<file path="src/core/pmu_regs.vh">
`ifndef PMU_REGS_VH
`define PMU_REGS_VH
// Power mode control register and its fields
`define PMC_ADDR        8'h87
`define PMC_RESET       8'h00
`define PMC_IDLE_BIT    0
`define PMC_PDOWN_BIT   1
`define PMC_FLAG_LO_BIT 2
`define PMC_FLAG_HI_BIT 3
// Wake/interrupt configuration register
`define WCFG_ADDR       8'h88
`define WCFG_RESET      8'h00
`define WCFG_EXT0_BIT   0
`define WCFG_EXT1_BIT   1
`define WCFG_WAKE_BIT   4
`define WCFG_GLOBAL_BIT 7
// Status register (read only)
`define STAT_ADDR       8'h89
`define STAT_IDLE_BIT   0
`define STAT_PDOWN_BIT  1
`define STAT_SETTLE_BIT 2
`define STAT_WAKE0_BIT  4
`define STAT_WAKE1_BIT  5
`define STAT_RESET_BIT  6
// Mode encodings
`define MODE_RUN        2'h0
`define MODE_IDLE       2'h1
`define MODE_PDOWN      2'h2
`define MODE_SETTLE     2'h3
// Clock settle count after oscillator restart
`define SETTLE_CYCLES   1024
`endif

</file>
<file path="src/core/pin_sync.v">
`timescale 1ns/1ps
module pin_sync (
    // Clock and reset
    input  wire clk_i,
    input  wire rst_i,
    // Asynchronous pin and its synchronised copy
    input  wire pin_i,
    output reg  sync_o
);
    reg meta_reg;

    always @(posedge clk_i) begin
        if (rst_i) begin
            meta_reg <= 1'b0;
            sync_o   <= 1'b0;
        end else begin
            meta_reg <= pin_i;
            sync_o   <= meta_reg;
        end
    end
endmodule // pin_sync

</file>
<file path="src/core/settle_counter.v">
`timescale 1ns/1ps
module settle_counter #(
    parameter CYCLES = 1024,
    parameter WIDTH  = 11
) (
    // Clock and reset
    input  wire clk_i,
    input  wire rst_i,
    // Start pulse, busy level and one-cycle completion pulse
    input  wire start_i,
    output reg  busy_o,
    output reg  done_o
);
    reg [WIDTH-1:0] count_reg;

    always @(posedge clk_i) begin
        if (rst_i) begin
            count_reg <= {WIDTH{1'b0}};
            busy_o    <= 1'b0;
            done_o    <= 1'b0;
        end else begin
            done_o <= 1'b0;
            if (start_i) begin
                // Start edge is the first settle cycle, so load one
                count_reg <= {{(WIDTH-1){1'b0}}, 1'b1};
                busy_o    <= 1'b1;
            end else if (busy_o) begin
                if (count_reg == CYCLES[WIDTH-1:0] - {{(WIDTH-1){1'b0}}, 1'b1}) begin
                    busy_o <= 1'b0;
                    done_o <= 1'b1;
                end else begin
                    count_reg <= count_reg + {{(WIDTH-1){1'b0}}, 1'b1};
                end
            end
        end
    end
endmodule // settle_counter

</file>
<file path="src/core/power_mode_unit.v">
// Local design decision: register access over Wishbone.
`timescale 1ns/1ps
`include "pmu_regs.vh"
module power_mode_unit #(
    parameter SETTLE_CYCLES = `SETTLE_CYCLES,
    parameter SETTLE_WIDTH  = 11
) (
    // Clock and reset
    input  wire        clk_i,
    input  wire        rst_i,
    // Wishbone slave
    input  wire        cyc_i,
    input  wire        stb_i,
    input  wire        we_i,
    input  wire [7:0]  adr_i,
    input  wire [3:0]  sel_i,
    input  wire [31:0] dat_i,
    output reg  [31:0] dat_o,
    output reg         ack_o,
    // Pins
    input  wire        reset_pin_i,
    input  wire        ext_irq_pin0_i,
    input  wire        ext_irq_pin1_i,
    input  wire        ext_prog_mem_i,
    // Interrupt logic
    input  wire        irq_pending_i,
    // Clock control and core
    output reg         cpu_clk_en_o,
    output reg         periph_clk_en_o,
    output reg         osc_en_o,
    output reg         core_reset_o,
    output reg         wake_irq0_o,
    output reg         wake_irq1_o,
    // Strobe and port control
    output reg         addr_latch_o,
    output reg         program_fetch_strobe_o,
    output reg         port0_oe_o,
    output reg         port2_addr_sel_o,
    output reg         pins_forced_o,
    // Mode status
    output reg  [1:0]  mode_o
);
    reg       user_flag_hi_reg;
    reg       user_flag_lo_reg;
    reg       global_irq_enable_reg;
    reg       ext_irq0_enable_reg;
    reg       ext_irq1_enable_reg;
    reg       powerdown_wake_enable_reg;
    reg [1:0] mode_reg;
    reg [1:0] mode_next;
    reg       wake0_reg;
    reg       wake1_reg;
    reg       reset_wake_reg;
    reg       wake0_next;
    reg       wake1_next;
    // Reset image of the control register, sliced per flag
    localparam [7:0] PMC_RESET_VALUE = `PMC_RESET;

    wire      reset_sync;
    wire      irq0_sync;
    wire      irq1_sync;
    wire      settle_busy;
    wire      settle_done;
    wire      bus_req;
    wire      wr_lane0;
    wire      idle_req;
    wire      pdown_req;
    wire      pin_wake0;
    wire      pin_wake1;
    wire      start_settle;

    // Sync copies keep metastability out of the wake decode
    pin_sync u_sync_reset (
        .clk_i (clk_i),
        .rst_i (rst_i),
        .pin_i (reset_pin_i),
        .sync_o(reset_sync)
    );

    pin_sync u_sync_irq0 (
        .clk_i (clk_i),
        .rst_i (rst_i),
        .pin_i (ext_irq_pin0_i),
        .sync_o(irq0_sync)
    );

    pin_sync u_sync_irq1 (
        .clk_i (clk_i),
        .rst_i (rst_i),
        .pin_i (ext_irq_pin1_i),
        .sync_o(irq1_sync)
    );

    // Oscillator restarted by a pin wake is not trusted until the count runs out
    settle_counter #(
        .CYCLES(SETTLE_CYCLES),
        .WIDTH (SETTLE_WIDTH)
    ) u_settle (
        .clk_i  (clk_i),
        .rst_i  (rst_i),
        .start_i(start_settle),
        .busy_o (settle_busy),
        .done_o (settle_done)
    );

    assign bus_req   = cyc_i & stb_i & ~ack_o;
    // Writes land at the edge that samples ack high, where the master
    // lets go of the request; earlier would commit an unanswered cycle
    assign wr_lane0  = cyc_i & stb_i & ack_o & we_i & sel_i[0];
    assign idle_req  = wr_lane0 && adr_i == `PMC_ADDR
                       && dat_i[`PMC_IDLE_BIT];
    assign pdown_req = wr_lane0 && adr_i == `PMC_ADDR
                       && dat_i[`PMC_PDOWN_BIT];

    // Pin wake needs all three enables
    assign pin_wake0 = irq0_sync & global_irq_enable_reg & ext_irq0_enable_reg
                       & powerdown_wake_enable_reg;
    assign pin_wake1 = irq1_sync & global_irq_enable_reg & ext_irq1_enable_reg
                       & powerdown_wake_enable_reg;
    assign start_settle = (mode_reg == `MODE_PDOWN) & (pin_wake0 | pin_wake1)
                          & ~reset_sync;

    always @* begin
        mode_next  = mode_reg;
        wake0_next = wake0_reg;
        wake1_next = wake1_reg;
        case (mode_reg)
            `MODE_RUN: begin
                // Power-down wins if both are written at once
                if (pdown_req) begin
                    mode_next = `MODE_PDOWN;
                end else if (idle_req) begin
                    mode_next = `MODE_IDLE;
                end
            end
            `MODE_IDLE: begin
                // Pending input is already masked per source upstream
                if (irq_pending_i & global_irq_enable_reg) begin
                    mode_next = `MODE_RUN;
                end
            end
            `MODE_PDOWN: begin
                if (start_settle) begin
                    mode_next  = `MODE_SETTLE;
                    // Pin 0 wins when both pins wake at once
                    wake0_next = pin_wake0;
                    wake1_next = pin_wake1 & ~pin_wake0;
                end
            end
            `MODE_SETTLE: begin
                // Done arrives so that settle lasts exactly SETTLE_CYCLES
                if (settle_done) begin
                    mode_next = `MODE_RUN;
                end
            end
            // All four encodings are used; default only catches unknown values and falls back to run
            default: begin
                mode_next = `MODE_RUN;
            end
        endcase
    end

    always @(posedge clk_i) begin
        if (rst_i) begin
            mode_reg       <= `MODE_RUN;
            wake0_reg      <= 1'b0;
            wake1_reg      <= 1'b0;
            reset_wake_reg <= 1'b0;
        end else if (reset_sync) begin
            // Pin reset ends any mode; core restarts at address zero
            mode_reg       <= `MODE_RUN;
            wake0_reg      <= 1'b0;
            wake1_reg      <= 1'b0;
            // Sticky until rst_i so software can tell a reset wake-up
            reset_wake_reg <= (mode_reg == `MODE_PDOWN) | reset_wake_reg;
        end else begin
            mode_reg  <= mode_next;
            wake0_reg <= wake0_next;
            wake1_reg <= wake1_next;
        end
    end

    // Registers keep contents across power-down
    always @(posedge clk_i) begin
        if (rst_i) begin
            user_flag_hi_reg          <= PMC_RESET_VALUE[`PMC_FLAG_HI_BIT];
            user_flag_lo_reg          <= PMC_RESET_VALUE[`PMC_FLAG_LO_BIT];
            global_irq_enable_reg     <= 1'b0;
            ext_irq0_enable_reg       <= 1'b0;
            ext_irq1_enable_reg       <= 1'b0;
            powerdown_wake_enable_reg <= 1'b0;
        // Only lane 0 carries the 8-bit registers
        end else if (wr_lane0) begin
            if (adr_i == `PMC_ADDR) begin
                user_flag_hi_reg <= dat_i[`PMC_FLAG_HI_BIT];
                user_flag_lo_reg <= dat_i[`PMC_FLAG_LO_BIT];
            end
            if (adr_i == `WCFG_ADDR) begin
                global_irq_enable_reg     <= dat_i[`WCFG_GLOBAL_BIT];
                ext_irq0_enable_reg       <= dat_i[`WCFG_EXT0_BIT];
                ext_irq1_enable_reg       <= dat_i[`WCFG_EXT1_BIT];
                powerdown_wake_enable_reg <= dat_i[`WCFG_WAKE_BIT];
            end
        end
    end

    // Bus answer one cycle after request; unmapped reads give zero
    // Registered ack costs a cycle but keeps the decode off ack_o
    always @(posedge clk_i) begin
        if (rst_i) begin
            ack_o <= 1'b0;
            dat_o <= 32'h00000000;
        end else begin
            ack_o <= bus_req;
            dat_o <= 32'h00000000;
            if (bus_req & ~we_i) begin
                case (adr_i)
                    `PMC_ADDR: begin
                        // Request bits always read zero
                        dat_o[`PMC_FLAG_HI_BIT] <= user_flag_hi_reg;
                        dat_o[`PMC_FLAG_LO_BIT] <= user_flag_lo_reg;
                    end
                    `WCFG_ADDR: begin
                        dat_o[`WCFG_GLOBAL_BIT] <= global_irq_enable_reg;
                        dat_o[`WCFG_EXT0_BIT]   <= ext_irq0_enable_reg;
                        dat_o[`WCFG_EXT1_BIT]   <= ext_irq1_enable_reg;
                        dat_o[`WCFG_WAKE_BIT]   <= powerdown_wake_enable_reg;
                    end
                    `STAT_ADDR: begin
                        dat_o[`STAT_IDLE_BIT]   <= mode_reg == `MODE_IDLE;
                        dat_o[`STAT_PDOWN_BIT]  <= mode_reg == `MODE_PDOWN;
                        dat_o[`STAT_SETTLE_BIT] <= settle_busy;
                        dat_o[`STAT_WAKE0_BIT]  <= wake0_reg;
                        dat_o[`STAT_WAKE1_BIT]  <= wake1_reg;
                        dat_o[`STAT_RESET_BIT]  <= reset_wake_reg;
                    end
                    default: begin
                        dat_o <= 32'h00000000;
                    end
                endcase
            end
        end
    end

    // Outputs registered from the next mode so they track the state
    always @(posedge clk_i) begin
        if (rst_i) begin
            mode_o                 <= `MODE_RUN;
            cpu_clk_en_o           <= 1'b1;
            periph_clk_en_o        <= 1'b1;
            osc_en_o               <= 1'b1;
            core_reset_o           <= 1'b1;
            wake_irq0_o            <= 1'b0;
            wake_irq1_o            <= 1'b0;
            addr_latch_o           <= 1'b0;
            program_fetch_strobe_o <= 1'b0;
            port0_oe_o             <= 1'b1;
            port2_addr_sel_o       <= 1'b0;
            pins_forced_o          <= 1'b0;
        end else begin
            mode_o          <= reset_sync ? `MODE_RUN : mode_next;
            core_reset_o    <= reset_sync;
            cpu_clk_en_o    <= reset_sync | mode_next == `MODE_RUN;
            periph_clk_en_o <= reset_sync | mode_next == `MODE_RUN
                               | mode_next == `MODE_IDLE;
            osc_en_o        <= reset_sync | mode_next != `MODE_PDOWN;
            // One-cycle vector request into the matching service routine
            wake_irq0_o     <= settle_done & wake0_reg;
            wake_irq1_o     <= settle_done & wake1_reg;
            if (!reset_sync && mode_next == `MODE_IDLE) begin
                addr_latch_o           <= 1'b1;
                program_fetch_strobe_o <= 1'b1;
                // Strap is static, so it is read without synchronising
                port0_oe_o             <= ~ext_prog_mem_i;
                port2_addr_sel_o       <= ext_prog_mem_i;
                pins_forced_o          <= 1'b1;
            end else if (!reset_sync && mode_next != `MODE_RUN) begin
                addr_latch_o           <= 1'b0;
                program_fetch_strobe_o <= 1'b0;
                port0_oe_o             <= ~ext_prog_mem_i;
                port2_addr_sel_o       <= 1'b0;
                pins_forced_o          <= 1'b1;
            end else begin
                addr_latch_o           <= 1'b0;
                program_fetch_strobe_o <= 1'b0;
                port0_oe_o             <= 1'b1;
                port2_addr_sel_o       <= 1'b0;
                pins_forced_o          <= 1'b0;
            end
        end
    end
endmodule // power_mode_unit

</file>
<file path="config.mk">
export PLATFORM = sky130hd
export DESIGN_NAME = power_mode_unit
export DESIGN_NICKNAME = d
export VERILOG_FILES = /design/src/core/pin_sync.v /design/src/core/settle_counter.v /design/src/core/power_mode_unit.v
export VERILOG_INCLUDE_DIRS = /design/src /design/src/core
export SDC_FILE = /design/constraint.sdc
export NUM_CORES = 1
export LEC_CHECK = 0
export ABC_AREA = 1
export BUFFER_PORTS_ARGS = -buffer_cell sky130_fd_sc_hd__clkbuf_2
export CAP_MARGIN = 5
export CORE_ASPECT_RATIO = 0.9
export CORE_MARGIN = 8
export CORE_UTILIZATION = 40
export DETAILED_ROUTE_END_ITERATION = 12
export GPL_TIMING_DRIVEN = 0
export PLACE_DENSITY = 0.71
export SLEW_MARGIN = 20
export SYNTH_ARGS = -nofsm -noshare
export SYNTH_HDL_FRONTEND = slang
export SYNTH_SLANG_ARGS = --single-unit
</file>
<file path="constraint.sdc">
create_clock -name clk_i -period 2.1 [get_ports clk_i]
set_input_delay 0.42 -clock clk_i [delete_from_list [all_inputs] [get_ports clk_i]]
set_output_delay 0.42 -clock clk_i [all_outputs]
set_load 0.05 [all_outputs]
</file>
* Yosys cells after proc, flatten, opt, wreduce, memory -nomap -nowiden
Cells that the tools add are included.
** Storage, ports and cells
- Register bits :: 73
- Input bits :: 54
** Cells by class
- Add/sub/neg operators :: 1
- Equal/unequal tests :: 10
- Multiplexer cells :: 21
- Bitwise gates (word level) :: 35
- Reductions and logical operators :: 23
** Operators by type and width (number)
- 8-bit equality test (second input constant) :: 3
- 1-bit AND :: 18
- 1-bit 2-to-1 mux :: 12
- 1-bit NOT :: 12
- 3-bit OR reduction :: 4
- 11-bit by 1-bit adder with 11-bit output (second input constant) :: 1
- 11-bit by 10-bit equality test with 1-bit output (second input constant) :: 1
- 2-bit 2-to-1 mux :: 5
- 2-bit AND reduction :: 5
- 2-bit case mux with 4 select lines :: 1
- 2-bit OR reduction :: 4
- 1-bit logical AND :: 5
- 1-bit OR :: 5
- 2-bit by 1-bit equality test with 1-bit output (second input constant) :: 2
- 2-bit equality test (second input constant) :: 2
- 2-bit logical NOT :: 2
- 2-bit inequality test (second input constant) :: 2
- 1-bit case mux with 2 select lines :: 2
- 2-bit case mux with 2 select lines :: 1
- 2-bit nonzero test :: 2
- 1-bit logical NOT :: 1

* Longest topological paths before layout
Gate-level depths: netlist of run 1.
- Depth in word-level cells :: 13
- Depth in mapped cells :: 10

* Modules after synthesis
Synthesis of run 1 repeated with hierarchy kept, for this count alone.
** Second synthesis, totals
- Cells, all modules :: 299
- Area total of the unflattened synthesis :: 2244.7 µm²
** By module, submodules not included
- power_mode_unit :: times used 1, cells each 182, area an instance 1397.6 µm², sequential area each 600.6 µm²
- settle_counter :: times used 1, cells each 99, area an instance 681.9 µm², sequential area each 260.2 µm²
- pin_sync :: times used 3, cells each 6, area an instance 55.1 µm², sequential area each 40.0 µm²

* Least setup slack after synthesis of run 1
OpenSTA, ideal clock, no wires.
- Path type :: register to register
- From :: register, netlist name mode_o[1]
- To :: register port0_oe_o
- Setup time :: 0.115 ns
- Arrival time :: 1.441 ns
- Required time :: 1.985 ns
- Path slack :: 0.544 ns
- Cell stages (with the launch flop) :: 10
- Path buffers :: 0
- Period minus slack after synthesis :: 1.556 ns
- Cell sequence :: dfxtp_1 > inv_2 > nor2_1 > nand3_2 > nand2_1 > inv_2 > nand2_1 > nand2_1 > nand2_1 > nand2_1
** RTL lines
- end signal: assignment :: RTL line power_mode_unit.v:274 : port0_oe_o <= ~ext_prog_mem_i;
- end signal: assignment :: RTL line power_mode_unit.v:280 : port0_oe_o <= ~ext_prog_mem_i;
- end: declaration :: RTL line power_mode_unit.v:37 : output reg port0_oe_o,

* Worst setup path after layout of run 1
- From :: register mode_o[0]
- To :: output port mode_o[0]
** RTL lines
- start: declaration :: RTL line power_mode_unit.v:41 : output reg [1:0] mode_o
- start signal: assignment :: RTL line power_mode_unit.v:248 : mode_o <= `MODE_RUN;
- start signal: assignment :: RTL line power_mode_unit.v:261 : mode_o <= reset_sync ? `MODE_RUN : mode_next;
No word-level cell between the ends.

==> flow_summary_export.csv, run 1 <==
group,metric,value,unit
power,peakVddDrop,0.000377,V
routing,dr_total_vias,1762,
routing,drt-initial-drc-count,119,
cts,postCtsSetupBuffers,0,
cts,cts_max_path_buffers,2,
power,p_switching,473,uW
setup_path,critPathRequiredTime,1.68,ns
sta,finClkSkew,0.00642,ns
synth,yosys_warnings,0,
floorplanning,die_w,92.4,um
finish,largest_reg_flops,11,
synth,synth.avg_cell_area,7.64,um2
floorplanning,initial_core_util,40.7,%
power,clkPwrFrac,33.5,%
min_path,worstHoldStart,"ext_prog_mem_i",
min_path,hold_depth,2,
synth,ys_types,27,
global_routing,grt_pass1_vias,1611,
sta,report.final.slew_viol_count,0,
cts,cts_num_sinks,49,
routing,ant_nets,0,
routing,wire_per_inst,10.5,um
placement,dp_hpwl,3480,um
setup_path,critPathKind,"flop to output pin",
min_path,hp-class,"primary input to flop",
power,p_leak,0.00126,uW
floorplanning,core_area,5160,um2
synth,synth-edff-count,0,
sta,worst_pin_slew,0.502,ns
cts,h-tree-depth,2,
floorplanning,die_h,84.8,um
setup_path,slowest_delay,0.44,ns
power,intPower,1230,uW
min_path,min_to,"port0_oe_o$_SDFF_PP1_",
cts,cts.reportedPaths.clkPinSlew,0.09,ns
global_routing,grt_pass1_wl,7200,um
floorplanning,core.rowCount,25,
power,p_seq_share,55.0,%
synth,syn_area,2100,um2
cts,root_buffer,"clkbuf_8",
cts,cts_resized,0,
synth,synthCells,275,
global_routing,groute.usage.overall,11.4,%
finish,final_cell_mix,"nand2_1, dfxtp_1, clkbuf_2",
finish,multi_input_comb_area,836,um2
placement,port_buffers,46,
power,fin_total_pwr,1710,uW
routing,viasPerCell,4.21,
power,pwr-share-comb,11.5,%
synth,synth-seq-cells,49,
setup_path,end_kind,"output pin",
finish,drive_gt1_share,27.0,%
sta,final.min_clock_period,1.49,ns
cts,cts_tree,"yes",
placement,gp_congestion,0.815,
finish,fillCellCount,518,
setup_path,path_cells,"clkbuf_2",
finish,seqCellArea,981,um2
synth,postSynth.topFlopCell,"dfxtp_1",
sta,setup_tns,0,ns
setup_path,cp_top_family,"flip-flops",
routing,routed_wl,4390,um
run_status,status,"finished, final reports clean",
floorplanning,ioPinCount,100,
synth,async_reset_ff_share,0,%
setup_path,worst_ep_arrival_time,1.07,ns
sta,hold_violations,0,
global_routing,grt_max_degree,18,
routing,post-route-drc-count,0,
finish,area_delta_synth_final,23.5,%
sta,rsz0062_at_grt,"no",
global_routing,antenna_found_initial,0,
finish,nets,406,
setup_path,cp_num_buf_inv,1,
setup_path,r2r_end,"u_settle.count_reg[1]$_SDFFE_PP0P_",
sta,slew_headroom,66.5,%
finish,final_common_cell,"nand2_1",
finish,diodes,0,
routing,dr.pass1.iters,4,
cts,cts_hold_buf,0,
cts,clkLatencyLatePin,0.31,ns
synth,ys_seq_area_share,46.7,%
run,cap_violations,0,
setup_path,startpoint_type,"flop",
sta,setup_violations,0,
cts,numCtsBuffers,5,
setup_path,r2r-start,"u_settle.count_reg[0]$_SDFFE_PP0P_",
power,sw_frac_of_total,27.7,%
setup_path,r2r_slack,0.62,ns
global_routing,grt_overflow,0,
floorplanning,die-area,7830,um2
setup_path,cp_max_fo,6,
sta,fmax,669,MHz
sta,finalCritPeriodShare,71.2,%
setup_path,slowest_stage,"dfxtp_1",
power,powerDensity,657,nW/um2
setup_path,worstRegToRegCells,8,
-- cells in the mapped netlist (2+ instances only) --
| master | count | area [um2] |
|---|---|---|
| nand2_1 | 51 | 191 |
| dfxtp_1 | 49 | 981 |
| inv_1 | 40 | 150 |
| nor2_1 | 27 | 101 |
| buf_4 | 25 | 188 |
| a21oi_1 | 17 | 85.1 |
| nand3_1 | 13 | 65.1 |
| nor3_1 | 9 | 45.0 |
| o21ai_0 | 8 | 40.0 |
| inv_2 | 7 | 26.3 |
| nand4_1 | 6 | 37.5 |
| xor2_1 | 3 | 26.3 |
| nand2_4 | 2 | 22.5 |
| nand3_2 | 2 | 20.0 |
| nor2_2 | 2 | 12.5 |
| nor3_2 | 2 | 20.0 |
| xnor2_1 | 2 | 17.5 |
-- layout make-up --
cell class	count	share of cell area [%]
sequential	49	37.8
timing repair buffer	46	8.87
buffer	26	7.37
inverter	48	6.94
clock inverter	3	0.964
multi-input combinational	175	32.2
tap	67	3.23
clock buffer	5	2.65
-- cell families (layout without fill, tap and decap cells) --
| family | after synthesis | after routing | synth area share, % |
|---|---|---|---|
| and+or+nand+nor | 116 | 116 | 25.4 |
| other | 1 | 24 | 0.178 |
| xor gates and xnor gates | 5 | 5 | 2.08 |
| adders and majority gates | 1 | 1 | 0.595 |
| DFF | 49 | 49 | 46.7 |
| buffers and inverters | 74 | 128 | 17.7 |
| AOI/OAI and AO/OA | 29 | 29 | 7.38 |
-- worst max path at each step --
stage	slack, ns	depth (start not counted)	endpoint	from
floorplan	0.54	9	port0_oe_o$_SDFF_PP1_	mode_o[1]$_SDFF_PP0_
global placement	0.52	11	port0_oe_o$_SDFF_PP1_	adr_i[6]
detailed placement	0.52	11	port0_oe_o$_SDFF_PP1_	adr_i[6]
CTS	0.60	1	mode_o[0]	mode_o[0]$_SDFF_PP0_
global route	0.48	9	port0_oe_o$_SDFF_PP1_	mode_o[1]$_SDFF_PP0_
finish	0.61	1	mode_o[0]	mode_o[0]$_SDFF_PP0_
-- metal layers --
layer | track usage (%) | share of wire, % | vias up
li1 | - | - | 962
met2 | 19.0 | 47 | 48
met5 | 0 | 0 | -
met4 | 5.70 | 2.1 | 0
met1 | 12.4 | 44 | 743
met3 | 4.10 | 7.0 | 9
-- power by group through the flow --
stage | logic [uW] | registers (uW) | clock network [uW]
3_5_place_dp | 194 | 961 | 0
5_1_grt | 208 | 940 | 619
4_1_cts | 194 | 939 | 584
3_3_place_gp | 192 | 960 | 0
2_1_floorplan | 153 | 967 | 0
6_report | 196 | 939 | 571
-- metrics by stage --
| step | instance area [um2] | util (%) | hold slack (ns) | cells | worst slack, ns |
|---|---|---|---|---|---|
| 4_1_cts | 2600 | 50.3 | 0.281 | 419 | 0.599 |
| 3_5_place_dp | 2500 | 48.5 | 0.397 | 411 | 0.521 |
| 6_report | 2600 | 50.3 | 0.284 | 419 | 0.606 |
| 3_3_place_gp | 2500 | 48.5 | 0.390 | 411 | 0.520 |
| 5_1_grt | 2600 | 50.3 | 0.279 | 419 | 0.484 |
| 2_1_floorplan | 2190 | - | 0.388 | 298 | 0.544 |
No activity file was read; power rests on OpenSTA's default activity.
==> run 2: changes to the inputs <==
Settings changed: ABC_AREA 1 to 0.
Clock period 2.1 ns to 1.39 ns, I/O delays scaled along.
==> flow_summary_export.csv, run 2 <==
group,metric,value,unit
cts,numCtsBuffers,5,
setup_path,crit_path_end,"port2_addr_sel_o$_SDFF_PP0_",
synth,postSynth.topFlopCell,"dfxtp_1",
floorplanning,die_w,91.1,um
cts,cts_hold_buf,0,
synth,synth-edff-count,0,
finish,finalInstanceArea,2990,um2
synth,synth_most_common_cell,"dfxtp_1",
sta,finClkSkew,0.00495,ns
sta,rsz0062_at_grt,"yes",
synth,async_reset_ff_share,0,%
sta,finalCritPeriodShare,125,%
routing,post-route-drc-count,0,
synth,synth_compound_area_share,13.9,%
setup_path,worst_ep_arrival_time,1.96,ns
sta,layout_setup_ws,-0.346,ns
setup_path,r2r-start,"ack_o$_SDFF_PP0_",
min_path,hp-class,"primary input to flop",
sta,setup_tns,-5.23,ns
sta,report.final.slew_viol_count,0,
synth,synthTopCellsByCount,"dfxtp_1, buf_4, nand2_1, nor2_1, a21oi_1",
routing,viasPerCell,4.80,
synth,synth_xor_area_share,0.862,%
power,powerDensity,922,nW/um2
setup_path,end_kind,"flop",
cts,cts.reportedPaths.clkPinSlew,0.08,ns
placement,pre_cts_slack,-0.751,ns
run_status,status,"finished with violations",
finish,drive_gt1_share,45.3,%
cts,h-tree-depth,2,
floorplanning,die-area,7620,um2
synth,syn_area,2030,um2
routing,drt-initial-drc-count,64,
global_routing,groute.usage.overall,13.6,%
power,p_leak,0.00131,uW
setup_path,critPathRequiredTime,1.61,ns
synth,synth_top_cell_by_area,"dfxtp_1",
cts,root_buffer,"clkbuf_8",
floorplanning,core.rowCount,24,
setup_path,cp_max_fo,4,
placement,gp_congestion,0.771,
synth,synth-simple-area-share,23.8,%
finish,final_common_cell,"clkbuf_2",
routing,ant_nets,0,
run,cap_violations,0,
global_routing,grt_max_degree,15,
finish,fin_util,61.5,%
placement,port_buffers,46,
synth,synthCells,219,
floorplanning,ioPinCount,100,
synth,synth.avg_cell_area,9.28,um2
placement,post_dp_cell_area,2480,um2
synth,ys_seq_area_share,48.3,%
sta,hold_violations,0,
setup_path,crit_path_start,"adr_i[5]",
setup_path,critPathKind,"primary input to flop",
floorplanning,die_h,83.6,um
finish,diodes,0,
power,peakVddDrop,0.000794,V
routing,dr_total_vias,1848,
floorplanning,initial_core_util,41.8,%
cts,cts_tree,"yes",
synth,synth_mux_area_share,1.48,%
sta,setup_violations,26,
cts,clkLatencyLatePin,0.30,ns
synth,ys_types,43,
sta,worst_pin_slew,0.518,ns
synth,synth_top_family_by_area,"simple AND/OR/NAND/NOR gates",
global_routing,grt_pass1_vias,1880,
sta,fmax,576,MHz
synth,ys_top_cells_by_area,"dfxtp_1, buf_4, a21oi_1",
routing,dr.pass1.iters,4,
synth,synth-adder-area-share,0.616,%
cts,cts_num_sinks,49,
synth,synth-seq-cells,49,
min_path,worstHoldStart,"ext_prog_mem_i",
global_routing,grt_pass1_wl,8590,um
run_status,violations,"negative setup slack",
cts,cts_max_path_buffers,2,
global_routing,grt_overflow,0,
placement,dp_hpwl,3550,um
routing,wire_per_inst,13.5,um
sta,slew_headroom,65.5,%
finish,final_cell_mix,"clkbuf_2, buf_4, dfxtp_1",
finish,largest_reg_flops,11,
setup_path,r2r_slack,-0.28,ns
setup_path,worstRegToRegCells,4,
setup_path,r2r_end,"port2_addr_sel_o$_SDFF_PP0_",
global_routing,antenna_found_initial,0,
synth,yosysTopAreaCellShare,48.3,%
floorplanning,core_area,4860,um2
setup_path,startpoint_type,"primary input",
synth,yosys_warnings,0,
routing,routed_wl,5190,um
finish,area_delta_synth_final,47.2,%
sta,final.min_clock_period,1.74,ns
finish,nets,374,
==> run 2: cells by family after synthesis <==
family | after synthesis
other | 1
adder cells (fa/ha/maj) | 1
multiplexers | 3
AO/OA/AOI/OAI | 43
XOR/XNOR | 2
flip-flops | 49
AND/OR/NAND/NOR | 86
buffers and inverters | 34
==> run 2: layout make-up <==
cell class	instances	area, um2
Clock inverter	1	30.0
Fill cell	430	1870
Clock buffer	7	86.3
Buffer	27	195
Tap cell	65	81.3
Multi-Input combinational cell	159	1130
Sequential cell	49	1000
Timing Repair Buffer	71	447
Inverter	6	22.5
==> run 2: metrics by stage <==
step	hold slack, ns	cells	total power, uW
floorplan	0.369	242	1690
global placement	0.418	353	1740
detailed placement	0.424	353	1750
CTS	0.152	378	2760
global route	0.158	385	2870
finish	0.165	385	2760
==> run 2: worst min path at each step <==
stage | cells past startpoint | slack, ns | endpoint
after floorplan | 1 | 0.37 | port0_oe_o$_SDFF_PP1_
after global placement | 1 | 0.42 | u_sync_reset.sync_o$_SDFF_PP0_
after detailed placement | 1 | 0.42 | u_sync_reset.sync_o$_SDFF_PP0_
after CTS | 2 | 0.15 | port0_oe_o$_SDFF_PP1_
after global routing | 2 | 0.16 | port0_oe_o$_SDFF_PP1_
final | 2 | 0.17 | port0_oe_o$_SDFF_PP1_
==> run 2: repair_timing <==
| item | in CTS | in global routing |
|---|---|---|
| buffers inserted | 18 | 7 |
| resized for setup | 29 | 19 |
| endpoints found under the hold margin | 0 | 0 |
| pin swaps | 13 | 11 |
| setup endpoints to repair | 37 | 33 |
==> run 2: per-layer routing <==
layer | global-route usage (%) | up-vias | wire (um)
met5 | 0 | - | 0
met4 | 6.24 | 0 | 80
met3 | 4.59 | 8 | 235
met2 | 23.3 | 40 | 2630
met1 | 14.8 | 865 | 2240
li1 | - | 935 | -
==> run 2: worst max-delay path: stages <==
cell and delay (ns):
buf_6 0.09, or4b_4 0.54, or4_4 0.48, or3_4 0.38, a211oi_2 0.18
==> run 2: where the power goes <==
group	switching, uW	internal (uW)
registers	6.82	1410
clock network	439	586
logic	221	95.0
